### src/shared/rsu_pkg.sv
// constants and types shared by the random seed unit
package rsu_pkg;
	localparam int DATA_W = 32;
	localparam logic [31:0] LEAF_BASIC = 32'h0000_0001;
	localparam logic [31:0] LEAF_EXT = 32'h0000_0007;
	localparam logic [31:0] SUBLEAF_ZERO = 32'h0000_0000;
	localparam int RAND_FEATURE_BIT = 30;
	localparam int SEED_FEATURE_BIT = 18;
	localparam int REP_LIMIT = 12;
	localparam int RESEED_INTERVAL = 64;
	localparam logic [31:0] GEN_RESET_STATE = 32'h1357_9BDF;
	localparam logic [31:0] GEN_FALLBACK = 32'h2468_ACE1;
	localparam int XS_A = 13;
	localparam int XS_B = 17;
	localparam int XS_C = 5;

	typedef enum logic [1:0] {
		FLAG_NONE = 2'h0,
		FLAG_SET = 2'h1,
		FLAG_CLR = 2'h2,
		FLAG_CMP = 2'h3
	} rsu_flag_op_t;

	typedef enum logic {
		GEN_UNSEEDED = 1'b0,
		GEN_READY = 1'b1
	} rsu_gen_mode_t;
endpackage

### src/shared/rsu_seed_if.sv
// seed word handover from entropy source to the generator logic
`timescale 1ns/10ps
interface rsu_seed_if #(parameter int W = 32);
	logic valid;
	logic bad;
	logic [W-1:0] data;
	logic take;
	modport src (output valid, output bad, output data, input take);
	modport snk (input valid, input bad, input data, output take);
endinterface

### src/verilog/rsu_entropy.sv
// non-deterministic entropy source with repetition health test
`timescale 1ns/10ps
module rsu_entropy #(
	parameter int W = 32,
	parameter int LIMIT = rsu_pkg::REP_LIMIT
) (
	input wire logic i_clk_sys,
	input wire logic i_rst,
	input wire logic i_noise,
	rsu_seed_if.src seed
);
	localparam int CW = $clog2(W + 1);
	localparam int RW = $clog2(LIMIT + 1);
	if (LIMIT < 2 || W < 2) begin : g_bad
		$error("rsu_entropy: LIMIT and W must be at least 2");
	end

	logic sync1, sync2, last_bit, word_bad, out_valid, out_bad;
	logic [W-1:0] shreg, out_data;
	logic [CW-1:0] nbits;
	logic [RW-1:0] run;
	logic next_last_bit, next_word_bad, next_out_valid, next_out_bad;
	logic [W-1:0] next_shreg, next_out_data;
	logic [CW-1:0] next_nbits;
	logic [RW-1:0] next_run;

	assign seed.valid = out_valid;
	assign seed.bad = out_bad;
	assign seed.data = out_data;

	always_comb begin
		next_last_bit = sync2;
		next_shreg = {shreg[W-2:0], sync2};
		next_word_bad = word_bad;
		next_nbits = nbits + CW'(1);
		next_out_valid = out_valid;
		next_out_bad = out_bad;
		next_out_data = out_data;
		next_run = RW'(1);
		if (sync2 == last_bit) begin
			next_run = (run == RW'(LIMIT)) ? run : run + RW'(1);
			if (run >= RW'(LIMIT - 1)) begin
				next_word_bad = 1'b1;
			end
		end
		if (seed.take) begin
			next_out_valid = 1'b0;
		end
		// a finished word waits only while the slot is free; otherwise it is dropped
		if (nbits == CW'(W - 1)) begin
			next_nbits = '0;
			next_word_bad = 1'b0;
			if (!next_out_valid) begin
				next_out_valid = 1'b1;
				next_out_data = next_shreg;
				next_out_bad = word_bad || (sync2 == last_bit && run >= RW'(LIMIT - 1));
			end
		end
	end

	always_ff @(posedge i_clk_sys or posedge i_rst) begin
		if (i_rst) begin
			sync1 <= 1'b0;
			sync2 <= 1'b0;
			last_bit <= 1'b0;
			shreg <= '0;
			word_bad <= 1'b1;
			nbits <= '0;
			run <= '0;
			out_valid <= 1'b0;
			out_bad <= 1'b0;
			out_data <= '0;
		end else begin
			sync1 <= i_noise;
			sync2 <= sync1;
			last_bit <= next_last_bit;
			shreg <= next_shreg;
			word_bad <= next_word_bad;
			nbits <= next_nbits;
			run <= next_run;
			out_valid <= next_out_valid;
			out_bad <= next_out_bad;
			out_data <= next_out_data;
		end
	end
endmodule // rsu_entropy

### src/verilog/rsu_top.sv
// random number and seed supply for several cores
`timescale 1ns/10ps
module rsu_top #(
	parameter int NCORE = 4,
	parameter int RESEED_INTERVAL = rsu_pkg::RESEED_INTERVAL
) (
	input wire logic i_clk_sys,
	input wire logic i_rst,
	input wire logic i_noise,
	input wire logic [NCORE-1:0] i_rand_req,
	input wire logic [NCORE-1:0] i_seed_req,
	input wire rsu_pkg::rsu_flag_op_t [NCORE-1:0] i_flag_op,
	input wire logic i_id_req,
	input wire logic [31:0] i_id_leaf,
	input wire logic [31:0] i_id_subleaf,
	output logic [NCORE-1:0] o_ack,
	output logic [NCORE-1:0][rsu_pkg::DATA_W-1:0] o_data,
	output logic [NCORE-1:0] o_carry,
	output logic o_id_ack,
	output logic [31:0] o_id_base,
	output logic [31:0] o_id_count
);
	localparam int W = rsu_pkg::DATA_W;
	localparam int IW = (NCORE > 1) ? $clog2(NCORE) : 1;
	localparam int KW = $clog2(RESEED_INTERVAL + 1);
	if (NCORE < 1 || NCORE > 16 || RESEED_INTERVAL < 1 || RESEED_INTERVAL > 4096) begin : g_bad
		$error("rsu_top: NCORE must be 1..16 and RESEED_INTERVAL 1..4096");
	end

	rsu_seed_if #(.W(W)) seed_bus ();

	rsu_entropy #(.W(W), .LIMIT(rsu_pkg::REP_LIMIT)) u_entropy (
		.i_clk_sys(i_clk_sys),
		.i_rst(i_rst),
		.i_noise(i_noise),
		.seed(seed_bus.src)
	);

	rsu_pkg::rsu_gen_mode_t gen_mode, next_gen_mode;
	logic [W-1:0] gen_state, next_gen_state, xs;
	logic gen_avail, next_gen_avail;
	logic [KW-1:0] reseed_cnt, next_reseed_cnt;
	logic [NCORE-1:0] next_ack, next_carry;
	logic [NCORE-1:0][W-1:0] next_data;
	logic next_id_ack;
	logic [31:0] next_id_base, next_id_count;
	logic rand_have, seed_have, rand_give, seed_give, seed_due, reseed_take, seed_serve;
	logic [IW-1:0] rand_win, seed_win;

	// lowest core index wins; losers are still answered, just empty
	always_comb begin
		rand_have = 1'b0;
		seed_have = 1'b0;
		rand_win = '0;
		seed_win = '0;
		for (int i = NCORE - 1; i >= 0; i--) begin
			if (i_rand_req[i]) begin
				rand_have = 1'b1;
				rand_win = IW'(i);
			end
			if (i_seed_req[i] && !i_rand_req[i]) begin
				seed_have = 1'b1;
				seed_win = IW'(i);
			end
		end
	end

	always_comb begin
		xs = gen_state ^ (gen_state << rsu_pkg::XS_A);
		xs = xs ^ (xs >> rsu_pkg::XS_B);
		xs = xs ^ (xs << rsu_pkg::XS_C);
		seed_due = (gen_mode == rsu_pkg::GEN_UNSEEDED) || (reseed_cnt == '0);
		reseed_take = seed_due && seed_bus.valid;
		rand_give = rand_have && gen_avail && !seed_due;
		// reseeding has first claim on entropy words
		seed_serve = seed_have && seed_bus.valid && !seed_due;
		seed_give = seed_serve && !seed_bus.bad;
		seed_bus.take = reseed_take || seed_serve;

		next_gen_mode = gen_mode;
		next_gen_state = gen_state;
		next_gen_avail = gen_avail;
		next_reseed_cnt = reseed_cnt;
		// one value per two cycles shared by all cores
		if (rand_give) begin
			next_gen_avail = 1'b0;
			next_reseed_cnt = reseed_cnt - KW'(1);
		end else if (!gen_avail) begin
			next_gen_state = xs;
			next_gen_avail = 1'b1;
		end
		if (reseed_take && !seed_bus.bad) begin
			next_gen_state = ((gen_state ^ seed_bus.data) == '0) ?
				rsu_pkg::GEN_FALLBACK : (gen_state ^ seed_bus.data);
			next_gen_mode = rsu_pkg::GEN_READY;
			next_gen_avail = 1'b0;
			next_reseed_cnt = KW'(RESEED_INTERVAL);
		end

		for (int i = 0; i < NCORE; i++) begin
			next_ack[i] = i_rand_req[i] || i_seed_req[i];
			next_data[i] = '0;
			case (i_flag_op[i])
				rsu_pkg::FLAG_SET: next_carry[i] = 1'b1;
				rsu_pkg::FLAG_CLR: next_carry[i] = 1'b0;
				rsu_pkg::FLAG_CMP: next_carry[i] = !o_carry[i];
				default: next_carry[i] = o_carry[i];
			endcase
			if (rand_give && rand_win == IW'(i)) begin
				next_data[i] = gen_state;
				next_carry[i] = 1'b1;
			end else if (seed_give && seed_win == IW'(i)) begin
				next_data[i] = seed_bus.data;
				next_carry[i] = 1'b1;
			end else if (next_ack[i]) begin
				next_carry[i] = 1'b0;
			end
		end

		next_id_ack = i_id_req;
		next_id_base = '0;
		next_id_count = '0;
		if (i_id_req && i_id_leaf == rsu_pkg::LEAF_BASIC) begin
			next_id_count[rsu_pkg::RAND_FEATURE_BIT] = 1'b1;
		end
		if (i_id_req && i_id_leaf == rsu_pkg::LEAF_EXT &&
			i_id_subleaf == rsu_pkg::SUBLEAF_ZERO) begin
			next_id_base[rsu_pkg::SEED_FEATURE_BIT] = 1'b1;
		end
	end

	always_ff @(posedge i_clk_sys or posedge i_rst) begin
		if (i_rst) begin
			gen_mode <= rsu_pkg::GEN_UNSEEDED;
			gen_state <= rsu_pkg::GEN_RESET_STATE;
			gen_avail <= 1'b0;
			reseed_cnt <= '0;
			o_ack <= '0;
			o_data <= '0;
			o_carry <= '0;
			o_id_ack <= 1'b0;
			o_id_base <= '0;
			o_id_count <= '0;
		end else begin
			gen_mode <= next_gen_mode;
			gen_state <= next_gen_state;
			gen_avail <= next_gen_avail;
			reseed_cnt <= next_reseed_cnt;
			o_ack <= next_ack;
			o_data <= next_data;
			o_carry <= next_carry;
			o_id_ack <= next_id_ack;
			o_id_base <= next_id_base;
			o_id_count <= next_id_count;
		end
	end
endmodule // rsu_top

### config.mk
export PLATFORM = sky130hd
export DESIGN_NAME = rsu_top
export DESIGN_NICKNAME = d
export VERILOG_FILES = /design/src/shared/rsu_pkg.sv /design/src/shared/rsu_seed_if.sv /design/src/verilog/rsu_entropy.sv /design/src/verilog/rsu_top.sv
export SDC_FILE = /design/constraint.sdc
export NUM_CORES = 1
export LEC_CHECK = 0
export BUFFER_PORTS_ARGS = -buffer_cell sky130_fd_sc_hd__buf_2
export CORE_MARGIN = 8
export CORE_UTILIZATION = 30
export DETAILED_ROUTE_END_ITERATION = 7
export MAX_ROUTING_LAYER = met4
export PLACE_DENSITY = 0.5
export SYNTH_ARGS = -nofsm -noshare
export SYNTH_HDL_FRONTEND = slang
export SYNTH_SLANG_ARGS = --single-unit
export TNS_END_PERCENT = 10
### constraint.sdc
create_clock -name i_clk_sys -period 22.2 [get_ports i_clk_sys]
set_input_delay 1.11 -clock i_clk_sys [delete_from_list [all_inputs] [get_ports i_clk_sys]]
set_output_delay 1.11 -clock i_clk_sys [all_outputs]
set_load 0.01 [all_outputs]
**Yosys cells after proc, flatten, opt, wreduce, memory -nomap -nowiden**

Index checks and enable logic that the tools add are counted.

- Input port bits: 84
- Word-level logic and storage cells: 175
- Bits in read-only memories: 0
- Register bits after elaboration: 259
- Output and inout bits: 201
- Memory bits (writable): 0
- Latch bits: 0
- Memories: 0

- $mul: 0
- Div/mod/pow operators: 0
- Reduce and logical (&&, ||, !) cells: 55
- Mux-type cells: 58
- Order comparisons: 1
- Bitwise gates (word level): 6
- Add/sub/neg operators: 3
- Shift operators: 0
- Equality and inequality tests: 26

Operators with widths:

| kind | number |
|---|---|
| 32-bit 2-to-1 mux | 12 |
| 32-bit bitwise XOR | 3 |
| 32-bit logical NOT | 2 |
| 32-bit by 1-bit == test with 1-bit output, second input constant | 1 |
| 32-bit by 3-bit == test with 1-bit output, second input constant | 1 |
| 32-bit by 15-bit bitwise XOR with 32-bit output | 1 |
| 1-bit 2-to-1 mux | 29 |
| 2-bit == test, second input constant | 12 |
| 6-bit nonzero test | 4 |
| 1-bit logical AND | 23 |
| 2-bit 2-to-1 mux | 8 |
| 7-bit 2-to-1 mux | 2 |
| 2-bit by 1-bit == test with 1-bit output, second input constant | 6 |
| 1-bit one-hot mux with 3 select lines | 4 |
| 1-bit logical NOT | 10 |
| 4-bit 2-to-1 mux | 2 |
| 7-bit logical NOT | 1 |
| 1-bit logical OR | 7 |
| 7-bit by 1-bit subtractor with 7-bit output, second input constant | 1 |
| 6-bit by 1-bit adder with 6-bit output, second input constant | 1 |
| 6-bit by 5-bit == test with 1-bit output, second input constant | 1 |
| 6-bit 2-to-1 mux | 1 |
| 2-bit AND reduction | 3 |
| 2-bit nonzero test | 3 |
| 8 further kinds | 11 |

**Logic depth before layout (Yosys ltp)**

- Depth after elaboration: 12
- Mapped depth: 10
- Depth with buffers taken out: 7

**Hierarchy**

A second synthesis with hierarchy kept.

- Cells, all modules: 1172
- Area total of the unflattened synthesis: 12341.8 µm²

By module, submodules not included:

| module | cells each | times used | sequential area each (µm²) | area each (µm²) |
|---|---|---|---|---|
| rsu_top | 1018 | 1 | 4529.3 | 9703.1 |
| rsu_entropy | 154 | 1 | 1953.1 | 2638.8 |

**Worst setup path after synthesis**

No wires, ideal clock.

- Path kind: in2reg
- Start: input port i_seed_req[1]
- End: register o_data[102] in the netlist's numbering
- Path buffers: 1
- Slack: 19.767 ns
- Setup time: 0.067 ns
- Data required time: 22.133 ns
- Arrival time: 2.366 ns
- Cell stages on the path: 6
- Cell sequence: nor2b_1 > a21oi_2 > nand3_1 > nor4b_2 > buf_2 > a22o_1

RTL lines:

| item | line | text |
|---|---|---|
| from (decl) | rsu_top.sv:11 | `input wire logic [NCORE-1:0] i_seed_req,` |
| to (signal assigned) | rsu_top.sv:150 | `o_data <= next_data;` |
| to (decl) | rsu_top.sv:17 | `output logic [NCORE-1:0][rsu_pkg::DATA_W-1:0] o_data,` |

**Worst setup path in the final report**

- Start: register gen_state[11]
- End: register gen_state[0]

- Longest elaborated chain between the ends: 4

Ends and longest elaborated chain:

| item | line | text |
|---|---|---|
| from (decl) | rsu_top.sv:40 | `logic [W-1:0] gen_state, next_gen_state, xs;` |
| from (signal assigned) | rsu_top.sv:135 | `gen_state <= rsu_pkg::GEN_RESET_STATE;` |
| from (signal assigned) | rsu_top.sv:146 | `gen_state <= next_gen_state;` |
| 32-bit bitwise XOR | rsu_top.sv:93 | `next_gen_state = ((gen_state ^ seed_bus.data) == '0) ?` |
| 32-bit logical NOT | rsu_top.sv:93 |  |
| 32-bit 2-to-1 mux | rsu_top.sv:93 |  |
| 32-bit 2-to-1 mux | rsu_top.sv:92 | `if (reseed_take && !seed_bus.bad) begin` |

Every way passes these cells.
A chain may end at the register's enable or synchronous reset.

==> out/qor.csv <==
metric,value,unit
postCtsResizedCells,0,
place.gp.congestion,0.860,
fin_crit_sh,0.155,
hold_path_class,flip-flop to flip-flop,
synth_area_leaders,"dfrtp_1, a22o_1, dfstp_2",
overflow,0,
cap_violations,0,
grt_pass1_vias,9703,
synth-seq-cells,258,
final_cell_mix,"dfrtp_1, buf_2, a22o_1",
p_sw_frac,0.369,
startpoint,gen_state[11],
min_from,u_entropy.sync1,
ctsHoldBuffers,0,
switching_power,696,µW
finalSetupTns,0,ns
fin_util,0.356,
num_vias,9076,
drv_slew,0,
worst_slew_pin_slew,1.16,ns
cp_max_fo,27,
first_pass_iters,6,
synth_top_cell_by_area,dfrtp_1,
floorplan.initialDensity,0.303,
clock_latency,0.55,ns
drt_iter0_markers,695,
cts_sinks,258,
area_growth_syn_to_layout,17.3,%
p_comb_frac,0.345,
hpwl,27100,µm
drc,0,
hold_viol,0,
worstPathRequired,22.65,ns
io_pins,285,
synthesis.area,12400,µm²
status,"complete, no violations",
max_slew_margin,0.226,
whs,0.348,ns
pwr-share-seq,0.385,
syn_area_per_cell,11.0,µm²
n_antenna_cell,0,
p_clk_frac,0.270,
async_flop_share,1.00,
yosys.area.top_type_share,0.480,
grt_max_degree,125,
fp.dieH,219,µm
cp-end-kind,flip-flop,
cp-start-kind,flip-flop,
synth_cell_type_count,64,
reg2reg_from,gen_state[11],
finish.net_count,1363,
critPathArrivalTime,3.88,ns
clock.fmax,0.291,GHz
clk_pin_slew_worst_paths,0.06,ns
wl_per_cell,21.7,µm
p_int,1.19,mW
p_per_area,130,nW/µm²
cts_buffers,29,
clockBufferDepth,3,
io_buffers,222,
totalWireLength,39500,µm
rsz0062_at_grt,false,
die-area,47900,µm²
seq_area_frac_synth,0.525,
ant_nets,0,
grt_pass1_wl,59900,µm
vias_per_cell,4.98,
antenna_found_initial,0,
final_layout_size_suffix_gt1_frac,0.282,
nFillCells,4139,
track_usage,0.165,
critPathKind,flip-flop to flip-flop,
final_common_cell,dfrtp_1,
htreeDepth,1,
synth_edf_count,0,
cts_setup_buffers,0,
rows,74,
ff2ff_path_depth,6,
holdPathStages,0,
cts_tree,built,
setup_viol,0,
clock-root-buffer,clkbuf_16,
power.leakage,6.87,nW
synthFlopType,dfrtp_1,
vdd_drop_max,0.0660,mV
ys_warn_count,0,
fin_skew,0.0136,ns
synth_cells,1126,
die_w,219,µm
coreArea,40700,µm²
min_period,3.43,ns
==> cell families after synthesis <==
group	after synthesis	share of synthesized area
XOR/XNOR	97	0.0806
AND/OR/NAND/NOR	238	0.0925
buffers and inverters	205	0.0908
AO/OA/AOI/OAI	284	0.171
flip-flops	258	0.525
other	1	0.000304
multiplexers	33	0.0299
adder cells (fa/ha/maj)	10	0.0101
==> cell usage after synthesis, drive strengths merged, types with 7 or more instances <==
library cell  number
dfrtp            237
buf              106
a22o              97
nand2             92
clkbuf            82
a21oi             59
o21ai             47
xor2              45
nor2              44
xnor2             42
mux2              31
nor3              30
o211ai            23
dfstp             21
nor4              21
inv               16
a32oi             13
nand3             13
ha                10
a32o               9
xnor3              9
nand4              7
==> power groups by stage <==
stage / combinational (mW) / clock [mW] / sequential (mW)
floorplan: 0.568 / 0 / 0.623
global placement: 0.647 / 0 / 0.734
detailed placement: 0.650 / 0 / 0.733
CTS: 0.655 / 0.524 / 0.726
global route: 0.714 / 0.544 / 0.738
finish: 0.652 / 0.509 / 0.727
==> final cells by class <==
type | instances | area [µm²] | share of cell area
flip-flops and latches | 258 | 6480 | 0.447
multi-input cells | 724 | 5010 | 0.346
repair buffers | 239 | 1240 | 0.0855
clock buffers | 36 | 792 | 0.0546
well taps | 532 | 666 | 0.0459
clock inverters | 18 | 235 | 0.0162
inverters | 17 | 71.3 | 0.00492
==> flip-flops by register name, indices dropped and copies added, names as in the netlist, 4 cells and up <==
register	count
u_entropy.shreg	31
reseed_cnt	7
u_entropy.seed.data	32
o_ack	4
u_entropy.run	4
u_entropy.nbits	6
o_carry	4
o_data	128
gen_state	32
==> worst paths after layout <==
| kind | endpoint | slack [ns] |
|---|---|---|
| setup / recovery | gen_state[0] | 18.77 |
| hold / removal | u_entropy.next_last_bit | 0.35 |
| setup reg to reg | gen_state[0] | 18.77 |
| hold reg to reg | u_entropy.next_last_bit | 0.35 |
| max in group asynchronous | o_data[35] | 19.87 |
| min in group asynchronous | o_data[123] | 0.73 |
==> metrics by stage <==
stage	cell area [µm²]	setup slack, ns	std cells	total power, mW
finish	14500	18.77	1824	1.89
CTS	14500	18.83	1824	1.90
global route	14500	18.66	1824	2.00
floorplan	12600	14.03	1187	1.19
global placement	13500	18.87	1770	1.38
detailed placement	13500	18.83	1770	1.38
==> worst max-delay path, stage by stage, from the launching register on <==
cell	delay, ns
dfstp_2	0.69
xor2_1	0.11
nor4_1	0.48
nand4_1	1.02
buf_4	0.58
o21a_1	0.21
o32ai_2	0.23
==> layer usage <==
layer	track usage	wire length, µm	up-vias
li1	-	-	4125
met1	0.214	17700	4559
met2	0.272	19100	351
met3	0.0257	2110	41
met4	0.0300	590	0
met5	-	0	-
Note: power is estimated with default switching activity, not from simulation.
